$ cat config.mk
export PLATFORM = sky130hd
export DESIGN_NAME = rtcpw_top
export DESIGN_NICKNAME = d
export VERILOG_FILES = /design/src/hw/rtcpw_pkg.sv /design/src/hw/rtcpw_window.sv /design/src/hw/rtcpw_top.sv
export VERILOG_INCLUDE_DIRS = /design/src /design/src/hw
export SDC_FILE = /design/constraint.sdc
export NUM_CORES = 1
export LEC_CHECK = 0
export BUFFER_PORTS_ARGS = -buffer_cell sky130_fd_sc_hd__clkbuf_2
export CORE_MARGIN = 3
export CORE_UTILIZATION = 50
export DETAILED_ROUTE_END_ITERATION = 7
export PLACE_DENSITY = 0.69
export SYNTH_ARGS = -nofsm -noshare
export SYNTH_HDL_FRONTEND = slang
export SYNTH_HIERARCHICAL = 1
export SYNTH_SLANG_ARGS = --single-unit
$ cat constraint.sdc
create_clock -name REF_CLK_I -period 4.42 [get_ports REF_CLK_I]
set_input_delay 0.221 -clock REF_CLK_I [delete_from_list [all_inputs] [get_ports REF_CLK_I]]
set_output_delay 0.221 -clock REF_CLK_I [all_outputs]
set_load 0.03 [all_outputs]
$ cat src/hw/rtcpw_params.svh
/*
 * Constants for the BCD value registers and power window timer.
 * Assumes inclusion by bare name from design files.
 */
`ifndef RTCPW_PARAMS_SVH
`define RTCPW_PARAMS_SVH

// ****************************************
// Register indices on the plain port
// ****************************************
`define RTCPW_ADDR_YEAR 3'h0
`define RTCPW_ADDR_MONTH_DAY_VALUE 3'h1
`define RTCPW_ADDR_ALARM 3'h2
`define RTCPW_ADDR_WINDOW 3'h3
`define RTCPW_ADDR_CTRL 3'h4
`define RTCPW_ADDR_STATUS 3'h5

// ****************************************
// Implemented bit masks
// ****************************************
`define RTCPW_MASK_YEAR 16'h00FF
`define RTCPW_MASK_MONTH_DAY_VALUE 16'h1F3F
`define RTCPW_MASK_ALARM 16'h7F7F
`define RTCPW_MASK_WINDOW 16'hFFFF
`define RTCPW_MASK_CTRL 16'h0003

// ****************************************
// Field positions and codes
// ****************************************
`define RTCPW_CTRL_WREN_BIT 0
`define RTCPW_CTRL_POWER_CONTROL_ENABLE_BIT 1
`define RTCPW_SAMP_ALWAYS 8'hFF
`define RTCPW_STAB_NONE 8'h00
`define RTCPW_ZERO16 16'h0000
`define RTCPW_ZERO8 8'h00
`define RTCPW_ONE8 8'h01

`endif

$ cat src/hw/rtcpw_pkg.sv
/*
 * Types for the BCD value registers and power window timer.
 * Assumes rtcpw_params.svh is available.
 */
package rtcpw_pkg;

   // ****************************************
   // Register bus request
   // ****************************************
   typedef struct packed {
      logic [2:0] addr;
      logic [15:0] wdata;
      logic wr;
      logic rd;
   } rtcpw_req_t;

   // ****************************************
   // Window timer phases
   // ****************************************
   typedef enum logic [1:0] {
      RTCPW_IDLE = 2'b00,
      RTCPW_STAB = 2'b01,
      RTCPW_SAMP = 2'b10
   } rtcpw_phase_t;

endpackage : rtcpw_pkg

$ cat src/hw/rtcpw_window.sv
/*
 * Power control window timer: stability window then sample window.
 * Assumes a one-cycle pulse per power-control clock period and
 * a synchronous alarm event pulse.
 */
`timescale 1ns/1ps
`default_nettype none

`include "rtcpw_params.svh"

module rtcpw_window
   import rtcpw_pkg::*;
(
   // Clock and reset
   input wire logic clk_i,
   input wire logic rst_i,
   // Controls
   input wire logic tick_i,
   input wire logic alarm_i,
   input wire logic enable_i,
   input wire logic [7:0] stab_len_i,
   input wire logic [7:0] samp_len_i,
   // Result
   output logic sample_o,
   output logic busy_o
);

   typedef struct packed {
      rtcpw_phase_t phase;
      logic [7:0] count;
      logic sample;
   } rtcpw_win_state_t;

   rtcpw_win_state_t st_reg;
   rtcpw_win_state_t st_next;
   logic always_on;

   assign always_on = (samp_len_i == `RTCPW_SAMP_ALWAYS);

   // Next state of the window sequencer
   always_comb
   begin
      st_next = st_reg;
      if (!enable_i)
      begin
         st_next.phase = RTCPW_IDLE;
         st_next.count = `RTCPW_ZERO8;
      end
      else if (alarm_i)
      begin
         if (stab_len_i == `RTCPW_STAB_NONE)
         begin
            st_next.phase = RTCPW_SAMP;
            st_next.count = samp_len_i;
         end
         else
         begin
            st_next.phase = RTCPW_STAB;
            st_next.count = stab_len_i;
         end
      end
      else if (tick_i)
      begin
         case (st_reg.phase)
            RTCPW_STAB:
            begin
               if (st_reg.count <= `RTCPW_ONE8)
               begin
                  st_next.phase = RTCPW_SAMP;
                  st_next.count = samp_len_i;
               end
               else
               begin
                  st_next.count = st_reg.count - `RTCPW_ONE8;
               end
            end
            RTCPW_SAMP:
            begin
               if (!always_on && st_reg.count <= `RTCPW_ONE8)
               begin
                  st_next.phase = RTCPW_IDLE;
                  st_next.count = `RTCPW_ZERO8;
               end
               else if (!always_on)
               begin
                  st_next.count = st_reg.count - `RTCPW_ONE8;
               end
            end
            default:
            begin
               st_next.phase = RTCPW_IDLE;
            end
         endcase
      end
      // A zero-length sample window never asserts the output
      if (st_next.phase == RTCPW_SAMP && st_next.count == `RTCPW_ZERO8 && !always_on)
      begin
         st_next.phase = RTCPW_IDLE;
      end
      st_next.sample = always_on || (st_next.phase == RTCPW_SAMP);
   end

   // State register
   always_ff @(posedge clk_i or posedge rst_i)
   begin
      if (rst_i)
      begin
         st_reg <= '{phase: RTCPW_IDLE, count: `RTCPW_ZERO8, sample: 1'b0};
      end
      else
      begin
         st_reg <= st_next;
      end
   end

   assign sample_o = st_reg.sample;
   assign busy_o = (st_reg.phase != RTCPW_IDLE);

endmodule : rtcpw_window

`default_nettype wire

$ cat src/hw/rtcpw_top.sv
/*
 * BCD year, month/day and alarm value registers with a power
 * control window timer, reached over a plain register port.
 * Assumes the alarm event and power-control clock arrive from
 * outside this clock domain and are synchronised here.
 */
`timescale 1ns/1ps
`default_nettype none

`include "rtcpw_params.svh"

module rtcpw_top
   import rtcpw_pkg::*;
(
   // Clock and reset
   input wire logic REF_CLK_I,
   input wire logic RESET_I,
   // Register port
   input wire logic [2:0] ADDR_I,
   input wire logic [15:0] WDATA_I,
   input wire logic WR_I,
   input wire logic RD_I,
   output logic [15:0] RDATA_O,
   // Unit links
   input wire logic ALARM_EVENT_I,
   input wire logic PWC_CLK_I,
   // Power control pin
   output logic PWC_OUT_O
);

   // ****************************************
   // State
   // ****************************************
   typedef struct packed {
      logic [15:0] year;
      logic [15:0] month_day_value;
      logic [15:0] alarm;
      logic [15:0] window;
      logic [15:0] ctrl;
      logic [15:0] rdata;
      logic [1:0] alarm_sync;
      logic alarm_prev;
      logic [1:0] pclk_sync;
      logic pclk_prev;
   } rtcpw_state_t;

   rtcpw_state_t st_reg;
   rtcpw_state_t st_next;
   rtcpw_req_t req;
   logic wren;
   logic alarm_pulse;
   logic tick;
   logic sample;
   logic busy;

   assign req = '{addr: ADDR_I, wdata: WDATA_I, wr: WR_I, rd: RD_I};
   assign wren = st_reg.ctrl[`RTCPW_CTRL_WREN_BIT];
   // Edges taken from second synchroniser stage only
   assign alarm_pulse = st_reg.alarm_sync[1] && !st_reg.alarm_prev;
   assign tick = st_reg.pclk_sync[1] && !st_reg.pclk_prev;

   // ****************************************
   // Window timer
   // ****************************************
   rtcpw_window u_window (
      .clk_i(REF_CLK_I),
      .rst_i(RESET_I),
      .tick_i(tick),
      .alarm_i(alarm_pulse),
      .enable_i(st_reg.ctrl[`RTCPW_CTRL_POWER_CONTROL_ENABLE_BIT]),
      .stab_len_i(st_reg.window[15:8]),
      .samp_len_i(st_reg.window[7:0]),
      .sample_o(sample),
      .busy_o(busy)
   );

   // ****************************************
   // Next state
   // ****************************************
   always_comb
   begin
      st_next = st_reg;
      // Synchronisers and edge history
      st_next.alarm_sync = {st_reg.alarm_sync[0], ALARM_EVENT_I};
      st_next.alarm_prev = st_reg.alarm_sync[1];
      st_next.pclk_sync = {st_reg.pclk_sync[0], PWC_CLK_I};
      st_next.pclk_prev = st_reg.pclk_sync[1];
      // Register writes
      if (req.wr)
      begin
         case (req.addr)
            `RTCPW_ADDR_YEAR:
            begin
               if (wren)
               begin
                  st_next.year = req.wdata & `RTCPW_MASK_YEAR;
               end
            end
            `RTCPW_ADDR_MONTH_DAY_VALUE:
            begin
               if (wren)
               begin
                  st_next.month_day_value = req.wdata & `RTCPW_MASK_MONTH_DAY_VALUE;
               end
            end
            `RTCPW_ADDR_ALARM:
            begin
               st_next.alarm = req.wdata & `RTCPW_MASK_ALARM;
            end
            `RTCPW_ADDR_WINDOW:
            begin
               if (wren)
               begin
                  st_next.window = req.wdata & `RTCPW_MASK_WINDOW;
               end
            end
            `RTCPW_ADDR_CTRL:
            begin
               st_next.ctrl = req.wdata & `RTCPW_MASK_CTRL;
            end
            default:
            begin
               st_next.ctrl = st_reg.ctrl;
            end
         endcase
      end
      // Register reads, data in the following cycle
      st_next.rdata = `RTCPW_ZERO16;
      if (req.rd)
      begin
         case (req.addr)
            `RTCPW_ADDR_YEAR: st_next.rdata = st_reg.year & `RTCPW_MASK_YEAR;
            `RTCPW_ADDR_MONTH_DAY_VALUE: st_next.rdata = st_reg.month_day_value & `RTCPW_MASK_MONTH_DAY_VALUE;
            `RTCPW_ADDR_ALARM: st_next.rdata = st_reg.alarm & `RTCPW_MASK_ALARM;
            `RTCPW_ADDR_WINDOW: st_next.rdata = st_reg.window;
            `RTCPW_ADDR_CTRL: st_next.rdata = st_reg.ctrl;
            `RTCPW_ADDR_STATUS: st_next.rdata = {14'h0000, busy, sample};
            default: st_next.rdata = `RTCPW_ZERO16;
         endcase
      end
   end

   // State register
   always_ff @(posedge REF_CLK_I or posedge RESET_I)
   begin
      if (RESET_I)
      begin
         st_reg <= '0;
      end
      else
      begin
         st_reg <= st_next;
      end
   end

   // Outputs from flip-flops
   assign RDATA_O = st_reg.rdata;
   assign PWC_OUT_O = sample;

endmodule : rtcpw_top

`default_nettype wire

==> flow_summary.toml <==
[run_status]
status = "completed"

[floorplan]
pin_count = 42
die_x_um = 98.7
core_mm2 = 0.00830
std_cell_rows = 33
die_area_mm2 = 0.00975
initial_utilization_pct = 51.8
dieHeight_um = 98.7

[timing]
worst_pin_slew_ps = 1120
fin_setup_tns_ps = 0
slew_viol_final = 0
finalCritPeriodShare_pct = 59.4
setup_viol = 0
layout_min_cycle_time_ps = 2620
rsz0062_at_grt = "false"
finalHoldViolCount = 0
fin_skew_ps = 11.1
slew_headroom_pct = 25.4
max_freq_ghz = 0.381

[routing]
drt-initial-drc-count = 190
num_vias = 2942
ant_nets = 0
viasPerCell = 5.88
drc_errors = 0
firstDrtPassIters = 5
drt-total-wl_um = 9760
wl_per_cell_um = 19.5

[global_route]
track_usage_pct = 20.9
grt_first_pass_wirelength_um = 16000
overflow = 0
antenna_found_initial = 0
first_global_vias = 2988
grt_max_degree = 39

[logic_synthesis]
avgSynthCellArea_um2 = 11.8
syn_area_mm2 = 0.00430
yosysWarnings = 6
synthFlopType = "dfrtp_1"
synthArstFlopShare_pct = 100
syn-num-nets = 393
ys_seq_area_share_pct = 48.9
synth_cells = 363
synth-seq-cells = 84
synth_edf_count = 0
synth_cell_types = 67

[job]
cap_violations = 0

[critical_path]
critical_path_required_ps = 4690
cpMaxStageDelayCell = "dfrtp_1"
endpoint_kind = "flop"
start_kind = "flop"
path_class = "reg2reg"
arrival_ps = 2900
path_max_fanout = 8
path_buf_inv = 1
crit_chain = "inv_1, ha_1, or2_1, a31o_2, or3_1, a221o_1, o2111ai_1, nor4_2, a211oi_2"
max_stage_delay_ps = 480
crit_family = "compound AO/OA/AOI/OAI gates"

[layout]
diodes = 0
finalInstanceArea_mm2 = 0.00467
instances_no_fill = 500
areaGrowthSynthToFinish_pct = 8.64
fin_nets = 420
utilization_pct = 56.3
largest_reg_flops = 53
drive_gt1_share_pct = 35.2

[place]
hpwlAfterDp_um = 6980
gp_congestion = 0.886
place_area_mm2 = 0.00444
port_buffers = 41
place_inst = 481

[cts]
cts_sinks = 84
htreeDepth = 3
clk_pin_slew_ps = 90
clock_latency_ps = 350
cts_tree = "built"
cts-root-buf = "clkbuf_8"
numCtsBuffers = 9
clockBufferDepth = 2
ctsResizeCount = 0

[power]
ir_worst_vdd_v = 0.000204
p_switching_w = 0.000703
sw_frac_of_total_pct = 32.7
power_density_mw_per_mm2 = 461
total_power_w = 0.00215
p_int_w = 0.00145
leakagePower_nw = 2.13
p_seq_share_pct = 50.0
pwr-share-clk_pct = 26.5
p_comb_share_pct = 23.5

[hold_path]
min_path_type = "in2reg"
==> layout make-up <==
| class | instances | area (µm²) |
|---|---|---|
| Timing Repair Buffer | 46 | 250 |
| Clock buffer | 9 | 124 |
| Sequential cell | 84 | 2100 |
| Inverter | 19 | 71.3 |
| Clock inverter | 7 | 81.3 |
| Tap cell | 105 | 131 |
| Multi-Input combinational cell | 230 | 1910 |
| Fill cell | 693 | 3630 |
==> per-stage QoR <==
step / worst slack, ps / hold WS (ps)
finish: 1800 / 93.8
global route: 1650 / 85.3
global placement: 1790 / 261
detailed placement: 1820 / 276
floorplan: 2070 / 73.4
CTS: 1810 / 83.9
==> what timing repair did <==
item | 4_1_cts | 5_1_grt
endpoints found under the hold margin | 13 | 0
hold buffers | 3 | 0
setup buffers | 0 | 0
==> final timing paths <==
| check | start | end | slack [ps] | depth (start not counted) |
|---|---|---|---|---|
| hold / removal | WDATA_I[15] | st_reg[53] | 90 | 2 |
| setup / recovery | u_window/st_reg[1] | u_window/sample_o | 1800 | 9 |
| max in group asynchronous | RESET_I | st_next[0] | 2870 | 4 |
| setup reg to reg | u_window/st_reg[1] | u_window/sample_o | 1800 | 9 |
| min in group asynchronous | RESET_I | u_window/st_reg[8] | 450 | 3 |
| hold reg to reg | st_next[2] | st_next[0] | 350 | 0 |
==> power groups by stage <==
stage               sequential (W)  clock [W]  combinational (W)
floorplan                  0.00104          0           0.000416
global placement           0.00108          0           0.000499
detailed placement         0.00109          0           0.000506
CTS                        0.00107   0.000587           0.000510
global route               0.00110   0.000622           0.000558
finish                     0.00108   0.000570           0.000507
==> kinds of logic (layout without fill, tap and decap cells) <==
logic type,after synthesis,count (layout),synth area share (%)
xor gates and xnor gates,1,1,0.204
and+or+nand+nor,85,85,12.1
muxes,71,71,18.5
buffers and inverters,49,81,7.01
adders and majority gates,5,5,1.46
AOI/OAI and AO/OA,68,68,11.8
DFF,84,84,48.9
==> layer usage <==
metal | global-route usage [%] | up-vias | part of all wire [%]
met4 | 5.78 | 0 | 1.2
li1 | - | 1366 | -
met5 | 0 | - | 0
met3 | 4.39 | 10 | 4.6
met1 | 29.9 | 1482 | 45
met2 | 32.6 | 84 | 49
==> cell usage in the layout, fill, tap and decap left out, types with 3 or more instances in the layout <==
cell type,synthesis,routed
dfrtp_1,84,84
and2_1,5,5
nand2_1,8,8
a22oi_1,7,7
nor2b_1,4,4
mux2_2,55,55
or2_2,4,4
nor2_1,23,23
ha_1,5,5
nand2b_1,3,3
o21a_1,3,3
clkbuf_8,1,9
dlygate4sd3_1,0,3
mux2i_1,13,13
o21ai_0,8,8
clkbuf_2,1,41
a211o_1,3,3
o22ai_1,4,4
nor3_1,4,4
o31ai_1,4,4
a211oi_1,3,3
a21oi_1,10,10
a31oi_1,5,5
nand3_1,8,8
nor4_1,4,4
inv_1,18,17
==> cell usage after synthesis, types with 2 or more instances <==
cell / instances / area, µm²
dfrtp_1: 84 / 2100
mux2_2: 55 / 619
nor2_1: 23 / 86.3
buf_4: 19 / 143
inv_1: 18 / 67.6
mux2i_1: 13 / 130
a21oi_1: 10 / 50.1
nand2_1: 8 / 30.0
nand3_1: 8 / 40.0
o21ai_0: 8 / 40.0
a22oi_1: 7 / 52.6
a31oi_1: 5 / 31.3
and2_1: 5 / 31.3
ha_1: 5 / 62.6
buf_2: 4 / 20.0
buf_6: 4 / 45.0
nor2b_1: 4 / 25.0
nor3_1: 4 / 20.0
nor4_1: 4 / 25.0
o22ai_1: 4 / 25.0
o31ai_1: 4 / 30.0
or2_2: 4 / 25.0
a211o_1: 3 / 26.3
a211oi_1: 3 / 22.5
nand2b_1: 3 / 18.8
o21a_1: 3 / 22.5
a21o_1: 2 / 15.0
a21o_2: 2 / 17.5
a221o_2: 2 / 22.5
a221oi_1: 2 / 17.5
a311oi_1: 2 / 17.5
and3_1: 2 / 12.5
mux2_1: 2 / 22.5
nand4_1: 2 / 12.5
nor4bb_1: 2 / 20.0
or3_1: 2 / 12.5
Note: power is estimated with default switching activity, not from simulation.
